<file path="src/rtl/ivc_pkg.sv">
`default_nettype none
package ivc_pkg;
  localparam int unsigned ADDR_W      = 8;
  localparam int unsigned DATA_W      = 32;
  localparam int unsigned REG_W       = 8;
  localparam int unsigned PC_W        = 13;
  localparam int unsigned STACK_DEPTH = 8;
  localparam int unsigned PTR_W       = 3;
  localparam int unsigned PERIPH_W    = 8;
  localparam int unsigned CTL_EVT_W   = 2;

  localparam logic [PC_W-1:0] IRQ_VECTOR = 13'h0004;

  // Register byte offsets on the slave bus.
  localparam logic [ADDR_W-1:0] OFF_CTL   = 8'h00;
  localparam logic [ADDR_W-1:0] OFF_PFLAG = 8'h04;
  localparam logic [ADDR_W-1:0] OFF_PEN   = 8'h08;
  localparam logic [ADDR_W-1:0] OFF_ISTS  = 8'h0c;
  localparam logic [ADDR_W-1:0] OFF_IMASK = 8'h10;
  localparam logic [ADDR_W-1:0] OFF_STATE = 8'h14;

  // Control register layout: enables above, matching flags below.
  localparam int unsigned CTL_GIE_BIT  = 7;
  localparam int unsigned CTL_PERIPHERAL_GROUP_IRQ_ENABLE_BIT = 6;
  localparam int unsigned CTL_EN_LSB   = 3;
  localparam int unsigned CTL_FLAG_LSB = 0;
  localparam int unsigned CTL_SRC_W    = 3;

  // Block status register bits.
  localparam int unsigned ISTS_TAKEN  = 0;
  localparam int unsigned ISTS_RETURN = 1;
  localparam int unsigned ISTS_HELD   = 2;
  localparam int unsigned ISTS_W      = 3;

  localparam logic [REG_W-1:0]  CTL_RST   = 8'h00;
  localparam logic [REG_W-1:0]  PFLAG_RST = 8'h00;
  localparam logic [REG_W-1:0]  PEN_RST   = 8'h00;
  localparam logic [ISTS_W-1:0] ISTS_RST  = 3'h0;
  localparam logic [ISTS_W-1:0] IMASK_RST = 3'h0;

  // Four core clocks make one instruction cycle.
  localparam logic [1:0] PHASE_LAST = 2'h3;

  localparam logic [1:0] RESP_OKAY   = 2'h0;
  localparam logic [1:0] RESP_SLVERR = 2'h2;

  typedef enum logic [1:0] {
    IVC_ST_IDLE = 2'b00,
    IVC_ST_NOP1 = 2'b01,
    IVC_ST_NOP2 = 2'b10
  } ivc_state_type;
endpackage
`default_nettype wire

</file>
<file path="src/rtl/ivc_stack_if.sv">
`default_nettype none
interface ivc_stack_if;
  import ivc_pkg::*;
  logic            push;
  logic            pop;
  logic [PC_W-1:0] wdata;
  logic [PC_W-1:0] top;
  modport ctrl  (output push, output pop, output wdata, input top);
  modport store (input push, input pop, input wdata, output top);
endinterface
`default_nettype wire

</file>
<file path="src/rtl/ivc_stack.sv">
`default_nettype none
module ivc_stack (
  // Clock and reset
  input wire logic    core_clk,
  input wire logic    resetn,
  // Push and pop port
  ivc_stack_if.store  stk
);
  import ivc_pkg::*;

  typedef struct packed {
    logic [PTR_W-1:0]                  ptr;
    logic [STACK_DEPTH-1:0][PC_W-1:0]  mem;
  } ivc_stack_state_type;

  ivc_stack_state_type q;
  ivc_stack_state_type n;

  // The pointer simply wraps, so a ninth push lands on the oldest entry.
  always_comb begin
    n = q;
    if (stk.push) begin
      n.mem[q.ptr] = stk.wdata;
      n.ptr        = PTR_W'(q.ptr + 1'b1);
    end else if (stk.pop) begin
      n.ptr = PTR_W'(q.ptr - 1'b1);
    end
  end

  always_ff @(posedge core_clk or negedge resetn) begin
    if (!resetn) begin
      q <= '0;
    end else begin
      q <= n;
    end
  end

  assign stk.top = q.mem[PTR_W'(q.ptr - 1'b1)];
endmodule // ivc_stack
`default_nettype wire

</file>
<file path="src/rtl/ivc_top.sv">
// Design decisions made here: the AXI4-Lite interface to the registers and the placing of the registers.
`default_nettype none
module ivc_top (
  // Clock and reset
  input  wire logic                          core_clk,
  input  wire logic                          resetn,
  // AXI4-Lite write address and data
  input  wire logic [ivc_pkg::ADDR_W-1:0]    s_axi_awaddr,
  input  wire logic                          s_axi_awvalid,
  output logic                               s_axi_awready,
  input  wire logic [ivc_pkg::DATA_W-1:0]    s_axi_wdata,
  input  wire logic [3:0]                    s_axi_wstrb,
  input  wire logic                          s_axi_wvalid,
  output logic                               s_axi_wready,
  // AXI4-Lite write response
  output logic [1:0]                         s_axi_bresp,
  output logic                               s_axi_bvalid,
  input  wire logic                          s_axi_bready,
  // AXI4-Lite read
  input  wire logic [ivc_pkg::ADDR_W-1:0]    s_axi_araddr,
  input  wire logic                          s_axi_arvalid,
  output logic                               s_axi_arready,
  output logic [ivc_pkg::DATA_W-1:0]         s_axi_rdata,
  output logic [1:0]                         s_axi_rresp,
  output logic                               s_axi_rvalid,
  input  wire logic                          s_axi_rready,
  // Core fetch side
  input  wire logic [ivc_pkg::PC_W-1:0]      core_pc_next,
  input  wire logic                          core_busy,
  input  wire logic                          core_return_from_interrupt,
  output logic                               core_cycle_stb,
  output logic                               core_flush,
  output logic                               core_pc_load,
  output logic [ivc_pkg::PC_W-1:0]           core_pc_value,
  // Event sources
  input  wire logic [ivc_pkg::CTL_EVT_W-1:0] ctl_evt,
  input  wire logic                          ext_irq_pin,
  input  wire logic [ivc_pkg::PERIPH_W-1:0]  periph_evt,
  // System interrupt
  output logic                               irq
);
  import ivc_pkg::*;

  typedef struct packed {
    logic [1:0]          phase;
    logic                cyc_stb;
    logic                ext_s1;
    logic                ext_s2;
    logic                ext_s3;
    logic [REG_W-1:0]    ctl;
    logic [PERIPH_W-1:0] pflag;
    logic [PERIPH_W-1:0] pen;
    logic [ISTS_W-1:0]   ists;
    logic [ISTS_W-1:0]   imask;
    ivc_state_type       st;
    logic                flush;
    logic                pc_load;
    logic [PC_W-1:0]     pc_val;
    logic                irq;
    logic                awready;
    logic                wready;
    logic                arready;
    logic [ADDR_W-1:0]   awaddr;
    logic [REG_W-1:0]    wdata;
    logic                wstrb0;
    logic                bvalid;
    logic [1:0]          bresp;
    logic                rvalid;
    logic [1:0]          rresp;
    logic [REG_W-1:0]    rdata;
  } ivc_top_state_type;

  localparam ivc_top_state_type RST_STATE = '{
    phase:   2'h0,
    cyc_stb: 1'b0,
    ext_s1:  1'b0,
    ext_s2:  1'b0,
    ext_s3:  1'b0,
    ctl:     CTL_RST,
    pflag:   PFLAG_RST,
    pen:     PEN_RST,
    ists:    ISTS_RST,
    imask:   IMASK_RST,
    st:      IVC_ST_IDLE,
    flush:   1'b0,
    pc_load: 1'b0,
    pc_val:  13'h0000,
    irq:     1'b0,
    awready: 1'b1,
    wready:  1'b1,
    arready: 1'b1,
    awaddr:  8'h00,
    wdata:   8'h00,
    wstrb0:  1'b0,
    bvalid:  1'b0,
    bresp:   RESP_OKAY,
    rvalid:  1'b0,
    rresp:   RESP_OKAY,
    rdata:   8'h00
  };

  ivc_top_state_type q;
  ivc_top_state_type n;

  ivc_stack_if stk_if ();

  ivc_stack u_stack (
    .core_clk (core_clk),
    .resetn   (resetn),
    .stk      (stk_if.store)
  );

  logic                 ext_edge;
  logic [CTL_SRC_W-1:0] src_set;
  logic [CTL_SRC_W-1:0] ctl_en;
  logic                 global_irq_enable;
  logic                 peripheral_group_irq_enable;
  logic                 pending;
  logic                 fresh_enabled;
  logic                 take;
  logic                 ret;
  logic                 wr_go;
  logic                 aw_go;
  logic                 w_go;
  logic                 b_done;
  logic                 r_go;
  logic                 r_done;
  logic                 at_boundary;
  logic                 core_free;
  logic [CTL_SRC_W-1:0] ctl_hit;
  logic [CTL_SRC_W-1:0] ctl_new;
  logic [PERIPH_W-1:0]  periph_hit;
  logic [PERIPH_W-1:0]  periph_new;

  // The third flop only serves the edge detector on the settled copy.
  assign ext_edge = q.ext_s2 & ~q.ext_s3;
  assign src_set  = {ctl_evt[1], ext_edge, ctl_evt[0]};
  assign ctl_en   = q.ctl[CTL_EN_LSB +: CTL_SRC_W];
  assign global_irq_enable      = q.ctl[CTL_GIE_BIT];
  assign peripheral_group_irq_enable     = q.ctl[CTL_PERIPHERAL_GROUP_IRQ_ENABLE_BIT];

  // Each control source is gated by its own enable only.
  for (genvar gi = 0; gi < CTL_SRC_W; gi++) begin : g_ctl_src
    assign ctl_hit[gi] = q.ctl[CTL_FLAG_LSB + gi] & ctl_en[gi];
    assign ctl_new[gi] = src_set[gi] & ctl_en[gi];
  end

  // Peripheral sources need the group enable on top of their own enable.
  for (genvar gp = 0; gp < PERIPH_W; gp++) begin : g_periph_src
    assign periph_hit[gp] = peripheral_group_irq_enable & q.pflag[gp] & q.pen[gp];
    assign periph_new[gp] = peripheral_group_irq_enable & periph_evt[gp] & q.pen[gp];
  end

  // A flag left standing keeps this high, which is why software must clear it.
  assign pending = global_irq_enable && ((|ctl_hit) || (|periph_hit));

  assign fresh_enabled = (|ctl_new) || (|periph_new);

  // Decisions are made only at an instruction boundary, never mid-instruction.
  assign at_boundary = q.cyc_stb && (q.st == IVC_ST_IDLE);
  assign core_free   = !core_busy && !core_return_from_interrupt;
  assign take        = at_boundary && pending && core_free;
  assign ret         = at_boundary && core_return_from_interrupt;

  // A new write waits for a free response slot, so no response is ever overwritten.
  assign wr_go  = !q.awready && !q.wready && !q.bvalid;
  assign aw_go  = s_axi_awvalid && q.awready;
  assign w_go   = s_axi_wvalid && q.wready;
  assign b_done = q.bvalid && s_axi_bready;
  assign r_go   = s_axi_arvalid && q.arready;
  assign r_done = q.rvalid && s_axi_rready;

  // The push uses the address seen at the decision edge, before the core moves on.
  assign stk_if.push  = take;
  assign stk_if.wdata = core_pc_next;
  assign stk_if.pop   = ret;

  always_comb begin
    n = q;
    n.pc_load = 1'b0;
    // The free-running phase counter makes the one-cycle instruction strobe.
    n.phase   = 2'(q.phase + 2'h1);
    n.cyc_stb = (q.phase == PHASE_LAST);
    n.ext_s1  = ext_irq_pin;
    n.ext_s2  = q.ext_s1;
    n.ext_s3  = q.ext_s2;

    // Write address and data are captured independently.
    if (aw_go) begin
      n.awaddr  = s_axi_awaddr;
      n.awready = 1'b0;
    end
    if (w_go) begin
      n.wdata   = s_axi_wdata[REG_W-1:0];
      n.wstrb0  = s_axi_wstrb[0];
      n.wready  = 1'b0;
    end
    if (wr_go) begin
      n.awready = 1'b1;
      n.wready  = 1'b1;
      n.bvalid  = 1'b1;
      n.bresp   = RESP_OKAY;
      case (q.awaddr)
        OFF_CTL: begin
          if (q.wstrb0) begin
            n.ctl = q.wdata;
          end
        end
        OFF_PFLAG: begin
          if (q.wstrb0) begin
            n.pflag = q.wdata;
          end
        end
        OFF_PEN: begin
          if (q.wstrb0) begin
            n.pen = q.wdata;
          end
        end
        OFF_ISTS: begin
          if (q.wstrb0) begin
            n.ists = q.ists & ~q.wdata[ISTS_W-1:0];
          end
        end
        OFF_IMASK: begin
          if (q.wstrb0) begin
            n.imask = q.wdata[ISTS_W-1:0];
          end
        end
        OFF_STATE: begin
          n.bresp = RESP_OKAY;
        end
        default: begin
          n.bresp = RESP_SLVERR;
        end
      endcase
    end else if (b_done) begin
      n.bvalid = 1'b0;
    end

    // Reads are answered from registered state one cycle after the address is taken.
    if (r_go) begin
      n.arready = 1'b0;
      n.rvalid  = 1'b1;
      n.rresp   = RESP_OKAY;
      case (s_axi_araddr)
        OFF_CTL: begin
          n.rdata = q.ctl;
        end
        OFF_PFLAG: begin
          n.rdata = q.pflag;
        end
        OFF_PEN: begin
          n.rdata = q.pen;
        end
        OFF_ISTS: begin
          n.rdata = {5'h00, q.ists};
        end
        OFF_IMASK: begin
          n.rdata = {5'h00, q.imask};
        end
        OFF_STATE: begin
          n.rdata = {4'h0, q.flush, pending, q.st};
        end
        default: begin
          n.rdata = 8'h00;
          n.rresp = RESP_SLVERR;
        end
      endcase
    end else if (r_done) begin
      n.rvalid  = 1'b0;
      n.arready = 1'b1;
    end

    // Hardware sets come after the software write, so a set always wins.
    n.ctl[CTL_FLAG_LSB +: CTL_SRC_W] = n.ctl[CTL_FLAG_LSB +: CTL_SRC_W] | src_set;
    n.pflag = n.pflag | periph_evt;

    // Entry takes two flushed cycles before the vector is fetched.
    case (q.st)
      IVC_ST_IDLE: begin
        if (take) begin
          n.st               = IVC_ST_NOP1;
          n.flush            = 1'b1;
          n.ctl[CTL_GIE_BIT] = 1'b0;
          n.ists[ISTS_TAKEN] = 1'b1;
        end else if (ret) begin
          n.pc_load          = 1'b1;
          n.pc_val           = stk_if.top;
          n.ctl[CTL_GIE_BIT] = 1'b1;
          n.ists[ISTS_RETURN] = 1'b1;
        end
      end
      IVC_ST_NOP1: begin
        if (q.cyc_stb) begin
          n.st = IVC_ST_NOP2;
        end
      end
      IVC_ST_NOP2: begin
        if (q.cyc_stb) begin
          n.st      = IVC_ST_IDLE;
          n.flush   = 1'b0;
          n.pc_load = 1'b1;
          n.pc_val  = IRQ_VECTOR;
        end
      end
      default: begin
        n.st    = IVC_ST_IDLE;
        n.flush = 1'b0;
      end
    endcase

    if (!global_irq_enable && fresh_enabled) begin
      n.ists[ISTS_HELD] = 1'b1;
    end

    // The output follows the next status, so it never lags a clear by a cycle.
    n.irq = |(n.ists & n.imask);
  end

  // Reset clears the global enable along with the other state, but sets the three ready flags.
  always_ff @(posedge core_clk or negedge resetn) begin
    if (!resetn) begin
      q <= RST_STATE;
    end else begin
      q <= n;
    end
  end

  assign s_axi_awready  = q.awready;
  assign s_axi_wready   = q.wready;
  assign s_axi_bresp    = q.bresp;
  assign s_axi_bvalid   = q.bvalid;
  assign s_axi_arready  = q.arready;
  assign s_axi_rdata    = {24'h000000, q.rdata};
  assign s_axi_rresp    = q.rresp;
  assign s_axi_rvalid   = q.rvalid;
  assign core_cycle_stb = q.cyc_stb;
  assign core_flush     = q.flush;
  assign core_pc_load   = q.pc_load;
  assign core_pc_value  = q.pc_val;
  assign irq            = q.irq;
endmodule // ivc_top
`default_nettype wire

</file>
<file path="config.mk">
export PLATFORM = sky130hd
export DESIGN_NAME = ivc_top
export DESIGN_NICKNAME = d
export VERILOG_FILES = /design/src/rtl/ivc_pkg.sv /design/src/rtl/ivc_stack_if.sv /design/src/rtl/ivc_stack.sv /design/src/rtl/ivc_top.sv
export SDC_FILE = /design/constraint.sdc
export NUM_CORES = 1
export LEC_CHECK = 0
export BUFFER_PORTS_ARGS = -buffer_cell sky130_fd_sc_hd__buf_2
export CORE_ASPECT_RATIO = 0.8
export CORE_MARGIN = 5
export CORE_UTILIZATION = 40
export CTS_BUF_LIST = sky130_fd_sc_hd__clkbuf_8
export DETAILED_ROUTE_END_ITERATION = 6
export PLACE_DENSITY = 0.66
export SYNTH_ARGS = -nofsm -noshare
export SYNTH_HDL_FRONTEND = slang
export SYNTH_SLANG_ARGS = --single-unit
export TNS_END_PERCENT = 1
</file>
<file path="constraint.sdc">
create_clock -name core_clk -period 2.53 [get_ports core_clk]
set_input_delay 0.253 -clock core_clk [delete_from_list [all_inputs] [get_ports core_clk]]
set_output_delay 0.253 -clock core_clk [all_outputs]
set_load 0.02 [all_outputs]
</file>
==> results.md, run 1 <==
Status:
- The flow ran to the end, and the final reports show no timing, DRC or antenna violations.

Floorplanning:
- The floorplan step defined a core boundary enclosing 21,700 sq um.
- The floorplan die height is 144 um.
- Once the floorplan was initialized, standard cells occupied between 40% and 50% of the core.
- After floorplanning, the core was divided into 48 placement rows.
- The floorplan step set the die width to 177 um.
- The floorplan step defined a die boundary enclosing around 25,000 sq um.
- The total I/O pin count is 143.

Synth:
- In this run the cell area of the synthesized design comes to 8920 sq um.
- Of all flip-flops after synthesis, the portion carrying an async set or reset was 100%.
- In this run the mean area of a mapped cell was 13.8 sq um.
- Synthesis produced between 600 and 700 cells.
- Summed over its instances, the top area cell type makes up 53.3% of the synthesized netlist area.
- The synthesized netlist contains 56 unique library cells.
- For this run, the leading register cell type out of synthesis is dfrtp_1.
- The total number of yosys warnings is 0.
- Ranked by total cell area, the synthesized netlist is headed by dfrtp_1 (53%), mux2_2 (15%), mux4_2 (6.8%).
- Counting flops with a built-in enable in the synthesized netlist gives 0.
- The cell type with the largest total area after synthesis is dfrtp_1.
- For this run, the register share of the synthesized area comes to between 50% and 60%.
- Synthesis inferred 193 register bits.

CTS:
- Counting the buffers created by CTS gives 17.
- The CTS tree is yes.
- The hold buffer count at cts is 31.
- The H-tree was split into 4 levels.
- The clock transition at the registers of the reported paths is about 0.1 ns.
- The cell chosen for the clock root is clkbuf_8.
- The CTS sink count is 193.
- The clock passes through at most 2 buffers.
- The worst-skew pair later-pin latency is around 0.47 ns.
- After clock tree synthesis, the repair step resized 0 gates.
- The number of buffers inserted to repair setup after CTS is 0.

Placed design:
- The congestion estimate from routability-driven global placement came to 0.854.
- The detailed placer's ending HPWL is 13,500 um.
- Port buffering added 89 buffers.

STA:
- The number of pins with negative max-slew slack in the final report came to 0.
- The worst path uses 93.8% of the clock period.
- The total negative slack is 0 ns.
- The clock skew after layout is 0.0237 ns.
- The worst slew slack as a fraction of its limit is 44.6%.
- Setup violations remaining at the end of the flow were counted as 0.
- The number of endpoints with negative hold slack in the final report is 0.
- Derived from the worst setup path, the maximum achievable clock frequency is 421 MHz.
- The final period demand of the worst path is 2.37 ns.
- For the pin with the worst max-slew slack, the measured transition is 0.832 ns.
- Setup repair after global routing left no endpoint under its margin.

Worst setup path:
- The type of destination of the critical path is a register.
- The cell family contributing the most delay on the critical path is compound AO/OA/AOI/OAI gates.
- The setup path with the least slack is of type reg2reg.
- The worst setup path is launched from a register.
- In this run the worst path has a maximum fanout of 13.
- Walking the worst path, the cells encountered are a22o_1, o41ai_2, a21oi_2, buf_4, and4_1, buf_4, mux2_1.
- The most frequent cell on the critical path is buf_4.
- The data arrival time of the worst path is 2.70 ns.
- The worst reg2reg path endpoint is u_stack.q[93]$_DFFE_PN0P_.
- The worst register-to-register path begins at q[59]$_DFFE_PN0P_.
- The depth of the worst register-to-register path is 7.
- The internal reg-to-reg setup slack is 0.16 ns.
- At the worst endpoint, the required time is 2.86 ns.
- The critical path's largest stage delay is 0.45 ns.
- The cell type of the slowest stage on the worst timing path is o41ai_2.
- The total buffers and inverters traversed by the critical path is 2.

Worst hold path:
- The instance count along the most critical hold path is 2.
- The min-delay analysis places its worst path in the category in2reg.
- The source of the worst hold timing path is s_axi_wdata[2].
- For hold timing, the worst endpoint is q[17]$_DFFE_PN0P_.

Route:
- Wires add up to 19,900 um.
- The per-cell via count in the routed design is 5.10.
- For this run, the detailed router's first-pass iteration total came to 6.
- The number of violations reported at the end of detailed-routing iteration 0 is 431.
- After detailed routing, the average wire length per cell comes to 18.4 um.
- In this run the remaining antenna-violating nets after routing total 0.
- In the routed design, unresolved DRC markers number 0.
- The number of vias in the routed layout is 5,513.

GRT:
- Entering global routing, the biggest net connects 60 pins.
- The total overflow left after global routing is 0.
- The via count of the first global-routing pass is slightly below 6,000.
- The global-route wire length before repair is 32,500 um.
- Global routing used 16.4% of the available tracks across all layers.
- The number of antenna violations at the first check in global routing came to 1.

Finish:
- The area added between synthesis and finish is 16.2%.
- The fraction of final layout cells with drive strength greater than 1 is about two fifths.
- The number of nets at the end of the flow is 856.

Power and ir drop:
- Summed over all cells, the static leakage comes to 5.04 nW.
- The power per cell area is between 700 and 800 nW/um^2.
- IR analysis of the VDD net gives a maximum drop of roughly 530 uV.
- The total power is 8.03 mW.

Job:
- The max-cap check violation count is 0.
-- cells in the final DEF (no fill, tap or decap), drive strengths merged, types with 2 or more instances in the layout --
cell type	n
a2111oi	2
clkinv	4
a21o	2
a222oi	5
clkbuf	18
nor2	14
o21ai	30
a22o	4
nor4b	4
nand2	35
dfstp	3
nand3b	7
a2bb2oi	2
buf	121
ha	3
nand4	2
a22oi	6
or2	2
a21boi	2
nor3	4
mux4	27
nand4b	2
and4	3
a211o	9
a21oi	5
inv	28
dlygate4sd3	32
nor4	5
xnor2	2
a221o	2
dfrtp	190
nor2b	2
nand3	3
mux2i	24
mux2	136
conb	26
-- report_power, final --
group	switching, mW	internal (mW)	leakage (nW)
combinational	1.08	0.993	2.30
sequential	0.418	3.49	2.54
clock	1.22	0.832	0.208
total	2.72	5.31	5.04
-- per-layer routing --
metal / global-route usage (%) / vias to the layer above / routed length, um
li1: - / 2540 / -
met1: 23.4 / 2836 / 9420
met2: 26.0 / 123 / 9330
met3: 3.45 / 14 / 885
met4: 4.07 / 0 / 230
met5: 0 / - / 0
-- cells by family after synthesis --
kind of cell / Yosys count / share of synthesized area, %
adders and majority gates: 3 / 0.421
DFF: 193 / 54.2
AOI/OAI and AO/OA: 74 / 5.83
xor gates and xnor gates: 3 / 0.295
muxes: 187 / 26.7
buffers and inverters: 95 / 6.58
and+or+nand+nor: 91 / 5.99
other: 1 / 0.0420
-- registers in the layout, summed over array words and instances, names as in the netlist, 2 cells and up --
| signal | flops |
|---|---|
| ctl_en | 3 |
| n | 2 |
| s_axi_rdata | 8 |
| core_pc_value | 13 |
| u_stack.q | 107 |
| q | 47 |
-- area by class of cell --
| type | instances | area (sq um) |
|---|---|---|
| inverters | 18 | 67.6 |
| well taps | 300 | 375 |
| repair buffers | 154 | 1080 |
| fillers | 1942 | 11400 |
| clock buffers | 17 | 234 |
| diodes | 1 | 2.50 |
| multi-input cells | 384 | 3600 |
| clock inverters | 15 | 165 |
| flip-flops and latches | 193 | 4830 |
-- stage by stage --
stage               instances  cell area [sq um]  setup WS (ns)  util (%)  hold slack [ns]
floorplan                 672               9020          0.336         -          -0.0426
global placement         1017               9650          0.207      44.4            0.270
detailed placement       1017               9650          0.193      44.4            0.272
CTS                      1080              10400          0.167      47.6          0.00159
global route             1082              10400         0.0939      47.7         0.000550
finish                   1082              10400          0.157      47.7           0.0304
-- synth_stat cells (all sizes together), types with 2 or more instances --
master and count:
or2 2, a211o 9, buf 63, dfstp 3
xnor2 2, mux2 136, mux4 27, nand2 35
nor2 14, a22o 4, a21o 2, a2111oi 2
dfrtp 190, nor4 5, nand4 2, a21boi 2
and4 3, nand3 3, inv 18, a22oi 6
a2bb2oi 2, a221o 2, nor4b 4, a21oi 5
a222oi 5, ha 3, mux2i 24, clkbuf 14
nand4b 2, nor2b 2, o21ai 30, nand3b 7
nor3 4
-- worst max-delay path by stage --
stage / start / end / slack [ns] / depth (start not counted)
after CTS: q[59]$_DFFE_PN0P_ / u_stack.q[93]$_DFFE_PN0P_ / 0.17 / 7
after floorplan: s_axi_bvalid$_DFFE_PN0P_ / irq$_DFF_PN0_ / 0.34 / 5
after global placement: q[59]$_DFFE_PN0P_ / u_stack.q[56]$_DFFE_PN0P_ / 0.21 / 7
final: q[59]$_DFFE_PN0P_ / u_stack.q[93]$_DFFE_PN0P_ / 0.16 / 7
after global routing: q[59]$_DFFE_PN0P_ / u_stack.q[93]$_DFFE_PN0P_ / 0.09 / 7
after detailed placement: q[59]$_DFFE_PN0P_ / u_stack.q[57]$_DFFE_PN0P_ / 0.19 / 7
No activity file was read; power rests on OpenSTA's default activity.
==> run 2: changes to the inputs <==
--- a/config.mk
+++ b/config.mk
@@ -5,6 +5,7 @@
 export SDC_FILE = /design/constraint.sdc
 export NUM_CORES = 1
 export LEC_CHECK = 0
+export ABC_AREA = 1
 export BUFFER_PORTS_ARGS = -buffer_cell sky130_fd_sc_hd__buf_2
 export CORE_ASPECT_RATIO = 0.8
 export CORE_MARGIN = 5
==> run 2 against run 1 <==
Compared with the run above:
- clock skew down 0.0053 ns
- first-iteration DRC count up 60%
- largest power group unchanged
- worst setup slack better by 0.020 ns
- largest cell class unchanged
- sequential power down 3%
- critical path type unchanged
- routed wire length up 21%
- critical path depth up 1
- cell count up 44%
- critical endpoint is now u_stack.q[98]$_DFFE_PN0P_
- combinational power up 43%
- total power up 8.6%
- via count up 39%
- cell area up 0.74%
==> results.md, run 2 <==
GRT:
- The number of antenna violations at the first check in global routing is 1 (unchanged).
- The global routing usage on met1 was 26.9% (+3.5 points).
- The overall fraction of global-route tracks in use is 18.2% (+1.8 points).
- The met2 layer usage reported by global route is 27.7% (+1.7 points).
- The met3 usage was 3.86% (+0.42 points).
- The maximum number of pins on one net before global-route repair is 70 (+17%).
- The global-route wire length before repair is 39,100 um (+21%).
- The leftover overflow at the end of global routing is 0 (unchanged).
- The layer carrying the most global-route usage is met2.
- The via count of the first global-routing pass is 7,200 (+23%).

Power and ir drop:
- The leakage component of the power is 5.36 nW (+6.2%).
- The power per cell area is 835 nW/um^2 (+7.8%).
- The total power is 8.72 mW (+8.6%).
- The maximum vdd ir drop is 510 uV (-3.4%).

Finish:
- The number of nets at the end of the flow is 1,315 (+54%).
- The area occupied by multi-input gates is 3590 sq um (-0.45%).
- Leaving out fill and tap cells, the most frequent cells in the layout are nand2_1 (327), dfrtp_1 (190), o21ai_0 (187).
- The number of fill cells is 2,354 (+21%).
- The sequential cell area in the final layout is 4830 sq um (about the same).
- The post-route non-filler standard cell count is 1,553 (+44%).
- The top register by number of flip-flops is u_stack.q.
- The fraction of the core area covered by cells at the end of the flow is 44.9% (-2.8 points).
- Leaving out fill and tap cells, the most frequent cell in the layout is nand2_1.
- The fraction of final layout cells with drive strength greater than 1 is 14.1% (-27 points).
- The area added between synthesis and finish is 11.0%.
- The flip-flop count of the largest register, all copies and words added was 107 (unchanged).

CTS:
- The post-CTS resize count is 0 (unchanged).
- The CTS sink count is 193 (unchanged).
- The total CTS buffers is 17 (unchanged).
- TritonCTS built the clock tree.
- The level count of the clock H-tree came to 4 (unchanged).
- The cell chosen for the clock root is clkbuf_8.
- The maximum clock insertion buffer count is 2 (unchanged).
- The clock transition at the registers of the reported paths came to 0.10 ns (about the same).
- The worst-skew pair later-pin latency was 0.47 ns (about the same).

STA:
- The worst slew slack as a fraction of its limit was 58.0% (+13 points).
- The measured slew at the worst slew-check pin is 0.630 ns (-0.201 ns).
- The number of endpoints with negative hold slack in the final report is 0 (unchanged).
- Setup repair after global routing left no endpoint under its margin.
- The total negative slack is 0 ns (unchanged).
- The timing-limited maximum frequency was 425 MHz (+0.85%).
- The final period demand of the worst path is 2.35 ns (-0.0199 ns).
- The share of the clock period used by the worst path after layout was 93.0% (-0.79 points).
- The final setup violation count is 0 (unchanged).
- The clock skew after layout was 0.0184 ns (-0.00527 ns).
- The number of pins with negative max-slew slack in the final report is 0 (unchanged).

Floorplanning:
- The floorplan die height is 147 um (+2.5%).
- The core outline area is 23,300 sq um (+7.0%).
- The cell row count is 50 (+4.2%).
- The die outline area is 26,700 sq um (+5.1%).
- The horizontal die dimension came to 181 um (+2.5%).
- The total I/O pin count is 143 (unchanged).
- The initial core utilization is 40.4% (-0.63 points).

Worst setup path:
- The worst-path maximum fanout is 25 (+12).
- The worst register-to-register path begins at peripheral_group_irq_enable$_DFFE_PN0P_.
- The data required time of the worst path is 2.93 ns (+0.07 ns).
- The classification of the worst setup path is reg2reg.
- The critical path launch point type is a register.
- STA classifies the critical path endpoint as a register.
- The data arrival time of the worst path was 2.75 ns (+0.05 ns).
- The internal reg-to-reg setup slack is 0.18 ns (+0.02 ns).
- In this run the worst setup path begins at peripheral_group_irq_enable$_DFFE_PN0P_.

Route:
- The routed wire length per instance is 15.5 um (-15%).
- The per-cell via count in the routed design is 4.95 (-2.9%).
- The number of vias in the routed layout was 7,687 (+39%).
- The number of detailed-route iterations in the first pass came to 7 (+1).
- The wire length reported by the detailed router is 24,100 um (+21%).
- The total DRC errors in the routed layout is 0 (unchanged).
- The residual antenna-violating net count after detailed routing was 0 (unchanged).
- The number of violations reported at the end of detailed-routing iteration 0 is 689 (+60%).

Status:
- The flow ran to the end, and the final reports show no timing, DRC or antenna violations.

Worst hold path:
- The source of the worst hold timing path is s_axi_awaddr[4].
- The class of the worst hold path is in2reg.

Synth:
- The synthesized design spends more area on one cell type than any other, namely dfrtp_1.
- The number of enable-type register cells in the synthesized netlist is 0 (unchanged).
- The cell area after synthesis is 9410 sq um (+5.4%).
- Sorting the synthesized cells by how often they occur yields nand2_1 (327), dfrtp_1 (190), o21ai_0 (187), inv_1 (96), a21oi_1 (79).
- The predominant post-synthesis flop cell is dfrtp_1.
- In the post-synthesis netlist, the biggest area contributors are dfrtp_1 (51%), nand2_1 (13%), o21ai_0 (10%).
- The register area share after synthesis is 51.4% (-2.8 points).
- The share of Yosys cell area claimed by the top area cell type is 50.6% (-2.7 points).
- The unique cell type count in the Yosys netlist was 36 (-36%).
- The average footprint of a synthesized cell is 8.11 sq um (-41%).
- The post-synthesis sequential element count is 193 (unchanged).
- The number of instances in the synthesized netlist came to 1,160 (+79%).
- The share of synthesized flip-flops with an asynchronous set or reset is 100% (unchanged).
- The total number of yosys warnings was 0 (unchanged).
- Among all cell types in the netlist, the one instantiated most often is nand2_1.

Placed design:
- The instance count after placement with tap cells included is 1,500 (+47%).
- The routability-driven placement congestion ratio is 0.862 (+0.95%).
- The number of I/O port buffers is 89 (unchanged).
- The detailed placer's ending HPWL is 16,000 um (+19%).

Job:
- The max-cap check violation count is 0 (unchanged).
run 2: cell types whose count changed after synthesis, moves of 9 or more:
cell	previous run	this run
clkbuf_1	14	23
a21oi_1	4	79
o21ai_0	30	187
nand2_1	35	327
mux2_2	122	6
a211o_1	9	0
nor2_1	14	39
buf_2	7	22
mux4_2	27	0
mux2i_1	24	0
nand3_1	3	70
inv_1	18	96
mux2_1	14	0
run 2: layout make-up:
| cell class | count | area share (%) |
|---|---|---|
| Clock inverter | 14 | 1.25 |
| Tap cell | 312 | 3.74 |
| Inverter | 100 | 3.59 |
| Timing Repair Buffer | 137 | 8.40 |
| Clock buffer | 18 | 2.37 |
| Multi-Input combinational cell | 778 | 34.3 |
| Sequential cell | 193 | 46.3 |
| Antenna cell | 1 | 0.0240 |
run 2: cells by family after synthesis:
logic type	count (synthesis)	synth area share [%]
other	1	0.0399
buffers and inverters	214	11.5
flip-flops	193	51.4
AO/OA/AOI/OAI	276	14.8
adder cells (fa/ha/maj)	3	0.399
XOR/XNOR	1	0.0931
multiplexers	6	0.718
AND/OR/NAND/NOR	466	21.0
run 2: repair_timing:
action,4_1_cts,5_1_grt
hold buffers,20,0
setup buffers,0,0
hold endpoints to repair,65,0
run 2: critical path: stages (launching register included):
cell and delay (ns):
dfrtp_1 0.76, nand3_1 0.16, nand2_1 0.11, nor2_1 0.06, nand3_2 0.12, nand3_4 0.36, nor2_4 0.50, nand2_1 0.11
nand2_1 0.10
run 2: power by group:
part	switching, mW	internal, mW
logic	2.03	0.931
clock network	1.15	0.822
registers	0.270	3.52
run 2: per-layer routing:
metal | share of wire, % | routed length [um]
met1 | 48 | 11600
met2 | 46 | 11000
met4 | 0.87 | 211
met5 | 0 | 0
met3 | 5.4 | 1310
run 2: metrics by stage:
| step | hold slack (ns) | area [sq um] | worst slack, ns |
|---|---|---|---|
| 5_1_grt | 0.000458 | 10400 | 0.00629 |
| 3_3_place_gp | 0.236 | 9860 | 0.290 |
| 3_5_place_dp | 0.233 | 9860 | 0.284 |
| 4_1_cts | 0.00277 | 10400 | 0.229 |
| 2_1_floorplan | -0.0426 | 9500 | 0.369 |
| 6_report | 0.0295 | 10400 | 0.177 |
run 2: final timing paths:
check / endpoint / depth (start not counted)
min in group asynchronous: q[14]$_DFFE_PN0P_ / 2
max: u_stack.q[98]$_DFFE_PN0P_ / 8
min: q[27]$_DFFE_PN0P_ / 2
min reg2reg: n[82]$_DFF_PN0_ / 0
max in group asynchronous: s_axi_arready$_DFFE_PN1P_ / 3
max reg2reg: u_stack.q[98]$_DFFE_PN0P_ / 8
==> run 3: changes to the inputs <==
--- a/config.mk
+++ b/config.mk
@@ -10,7 +10,6 @@
 export CORE_ASPECT_RATIO = 0.8
 export CORE_MARGIN = 5
 export CORE_UTILIZATION = 40
-export CTS_BUF_LIST = sky130_fd_sc_hd__clkbuf_8
 export DETAILED_ROUTE_END_ITERATION = 6
 export PLACE_DENSITY = 0.66
 export SYNTH_ARGS = -nofsm -noshare
==> constraint.sdc (replaced) <==
create_clock -name core_clk -period 3 [get_ports core_clk]
set_input_delay 0.75 -clock core_clk [delete_from_list [all_inputs] [get_ports core_clk]]
set_output_delay 0.75 -clock core_clk [all_outputs]
set_load 0.02 [all_outputs]
==> run 3 against run 2 <==
Compared with the run above:
- worst hold slack gained 0.27 ns
- die area is the same
- non-clock buffer count shrank 27
- register-to-register slack gained 0.34 ns
- core utilization is essentially flat
- critical path type unchanged
- fmax shrank 5.2%
- routed wire length grew 0.61%
- highest routed layer is now met5
==> results.md, run 3 (synthesis gave the netlist of run 2 again) <==
Worst setup path:
- The depth of the worst register-to-register path came to 9 (+1).
- The setup path with the least slack is of type reg2reg.
- The start of the worst register-to-register path is peripheral_group_irq_enable$_DFFE_PN0P_.
- The data required time of the worst path is 3.36 ns (+0.43 ns).
- The worst-path maximum fanout is 21 (-16%).
- The signal on the critical path passes through nand3_1, nand2_1, nor2_1, nand3_2, nand3_4, buf_4, nor2_4, nand2_1, nand2_1.
- The worst reg2reg path endpoint is u_stack.q[102]$_DFFE_PN0P_.
- For this design, the slowest cell found on the critical path is dfrtp_1.
- The total buffers and inverters traversed by the critical path is 1 (+1).
- The top cell family by delay on the critical path is simple AND/OR/NAND/NOR gates.
- The critical path's largest stage delay is 0.75 ns (about the same).
- STA classifies the critical path startpoint as a register.
- The data arrival time of the worst path is 2.85 ns (+0.10 ns).
- The worst setup path is captured at a register.
- The cell that appears most often on the critical path is nand2_1.
- The internal reg-to-reg setup slack came to 0.52 ns (+0.34 ns).

CTS:
- The maximum clock insertion buffer count is 2 (unchanged).
- TritonCTS built the clock tree.
- The post-CTS resize count was 0 (unchanged).
- The worst-skew pair later-pin latency is 0.43 ns (-0.04 ns).
- The CTS sink count was 193 (unchanged).
- The level count of the clock H-tree is 4 (unchanged).
- The hold buffer count at cts came to 0 (-100%).
- The clock transition at the registers of the reported paths was 0.07 ns (-0.03 ns).
- The total CTS buffers is 17 (unchanged).
- The number of buffers inserted to repair setup after CTS is 0 (unchanged).
- The cell chosen for the clock root is clkbuf_16.

STA:
- The number of pins with negative max-slew slack in the final report is 0 (unchanged).
- The worst slew slack as a fraction of its limit is 54.9% (-3.1 points).
- The share of the clock period used by the worst path after layout is 82.7% (-10 points).
- The post-layout worst setup margin came to 0.518 ns (+0.341 ns).
- The total negative slack was 0 ns (unchanged).
- The clock skew after layout is 0.0141 ns (-0.00435 ns).
- The measured slew at the worst slew-check pin is 0.675 ns (+0.0447 ns).
- Setup repair after global routing left no endpoint under its margin.
- The final setup violation count is 0 (unchanged).
- The timing-limited maximum frequency came to 403 MHz (-5.2%).
- The number of endpoints with negative hold slack in the final report is 0 (unchanged).
- The final period demand of the worst path is 2.48 ns (+0.129 ns).

Worst hold path:
- The class of the worst hold path is in2async.

Route:
- The number of detailed-route iterations in the first pass was 5 (-2).
- The number of violations reported at the end of detailed-routing iteration 0 is 713 (+3.5%).
- The number of vias in the routed layout is 7,753 (+0.86%).
- The total DRC errors in the routed layout came to 0 (unchanged).
- The residual antenna-violating net count after detailed routing came to 0 (unchanged).
- The wire length reported by the detailed router is 24,300 um (+0.61%).
- The per-cell via count in the routed design is 5.08 (+2.7%).
- The routed wire length per instance is 15.9 um (+2.5%).

Finish:
- The fraction of final layout cells with drive strength greater than 1 is 13.7% (-0.43 points).
- The antenna cell count is 0 (-1).
- The flip-flop count of the largest register, all copies and words added is 107 (unchanged).
- The number of nets at the end of the flow came to 1,288 (-2.1%).
- The post-route non-filler standard cell count is 1,525 (-1.8%).
- The final instance area came to 10,500 sq um (about the same).
- In the layout the commonest cells are nand2_1 (327), dfrtp_1 (190), o21ai_0 (187).
- The number of fill cells is 2,308 (-2.0%).
- The area occupied by multi-input gates came to 3590 sq um (unchanged).
- The commonest non-fill, non-tap cell in the layout is nand2_1.
- The register with the most flip-flops in the final layout is u_stack.q.
- The sequential cell area in the final layout was 4830 sq um (unchanged).
- The area added between synthesis and finish is 11.1% (about the same).

Power and ir drop:
- The power per cell area is 770 nW/um^2 (-7.8%).
- The switching share of power is 37.2% (-2.4 points).
- The leakage component of the power is 5.35 nW (about the same).
- The switching power was 2.99 mW (-13%).
- The internal power summed over all cells was 5.05 mW (-4.1%).
- The part of the total power dissipated in the clock network is 29.6% (+7.0 points).
- The portion of total power attributed to sequential cells was 39.7% (-3.7 points).
- The maximum vdd ir drop came to 509 uV (about the same).
- The total power came to 8.05 mW (-7.7%).
- The combinational power share is 30.7% (-3.3 points).

Floorplanning:
- The initial core utilization came to 40.4% (unchanged).
- The cell row count came to 50 (unchanged).
- The total I/O pin count was 143 (unchanged).
- The horizontal die dimension came to 181 um (unchanged).
- The core outline area is 23,300 sq um (unchanged).
- The die outline area is 26,700 sq um (unchanged).
- The floorplan die height is 147 um (unchanged).

GRT:
- The number of antenna violations at the first check in global routing is 1 (unchanged).
- The via count of the first global-routing pass is 7,312 (+1.6%).
- The maximum number of pins on one net before global-route repair is 62 (-11%).
- The leftover overflow at the end of global routing was 0 (unchanged).
- The overall fraction of global-route tracks in use is 18.4% (+0.17 points).
- The global-route wire length before repair is 39,600 um (+1.1%).

Job:
- The max-cap check violation count is 0 (unchanged).

Placed design:
- The instance count after placement with tap cells included is 1,493 (-0.47%).
- The placement-stage worst setup slack is 0.588 ns (+0.303 ns).
- The number of I/O port buffers was 89 (unchanged).
- The routability-driven placement congestion ratio came to 0.875 (+1.5%).
- The detailed placer's ending HPWL is 16,100 um (+0.52%).
- The placed cell area is 9840 sq um (-0.28%).

Status:
- The flow ran to the end, and the final reports show no timing, DRC or antenna violations.
## run 3: cell types whose count changed in the layout (fill, tap and decap cells not counted), moves of 3 or more
cell	delta
dlygate4sd3_1	-20
clkbuf_8	-18
clkinv_2	-3
clkbuf_1	+3
clkbuf_16	+17
buf_4	-9
## run 3: how the worst max path moves through the flow
| stage | end | slack (ns) | from | depth (start not counted) |
|---|---|---|---|---|
| after CTS | u_stack.q[69]$_DFFE_PN0P_ | 0.58 | peripheral_group_irq_enable$_DFFE_PN0P_ | 9 |
| after global placement | u_stack.q[67]$_DFFE_PN0P_ | 0.62 | core_return_from_interrupt | 7 |
| after detailed placement | u_stack.q[69]$_DFFE_PN0P_ | 0.59 | core_return_from_interrupt | 7 |
| after floorplan | core_pc_value[12]$_DFFE_PN0P_ | 0.84 | u_stack.q[104]$_DFFE_PN0P_ | 12 |
| after global routing | u_stack.q[69]$_DFFE_PN0P_ | 0.39 | peripheral_group_irq_enable$_DFFE_PN0P_ | 10 |
| final | u_stack.q[102]$_DFFE_PN0P_ | 0.52 | peripheral_group_irq_enable$_DFFE_PN0P_ | 9 |
## run 3: per-stage QoR
stage	utilization, %	hold slack [ns]
3_3_place_gp	42.3	0.335
2_1_floorplan	-	0.331
5_1_grt	44.9	0.325
4_1_cts	44.9	0.310
6_report	44.9	0.303
3_5_place_dp	42.3	0.337
## run 3: layer usage
layer	global-route usage [%]	share of wire (%)	up-vias
li1	-	-	3755
met1	26.8	47	3721
met2	27.7	45	250
met3	3.69	6.5	25
met4	5.59	1.6	2
met5	0	0.054	-
## run 3: power groups by stage
stage / clock network [mW] / registers [mW] / logic, mW
2_1_floorplan: 0 / 3.22 / 1.79
3_3_place_gp: 0 / 3.23 / 2.42
3_5_place_dp: 0 / 3.24 / 2.46
4_1_cts: 2.43 / 3.19 / 2.47
5_1_grt: 2.52 / 3.24 / 2.76
6_report: 2.38 / 3.20 / 2.47
## run 3: worst reg2reg max path, delay by kind of cell, from the launching register on
family / cells / cell delay, ns
buffers and inverters: 1 / 0.32
DFF: 1 / 0.75
and+or+nand+nor: 8 / 1.36
## run 3: layout make-up
| type | count | share of cell area (%) |
|---|---|---|
| clock inverter | 12 | 1.70 |
| sequential | 193 | 46.3 |
| clock buffer | 20 | 4.18 |
| tap | 312 | 3.74 |
| inverter | 100 | 3.59 |
| multi-input combinational | 778 | 34.3 |
| timing repair buffer | 110 | 6.21 |
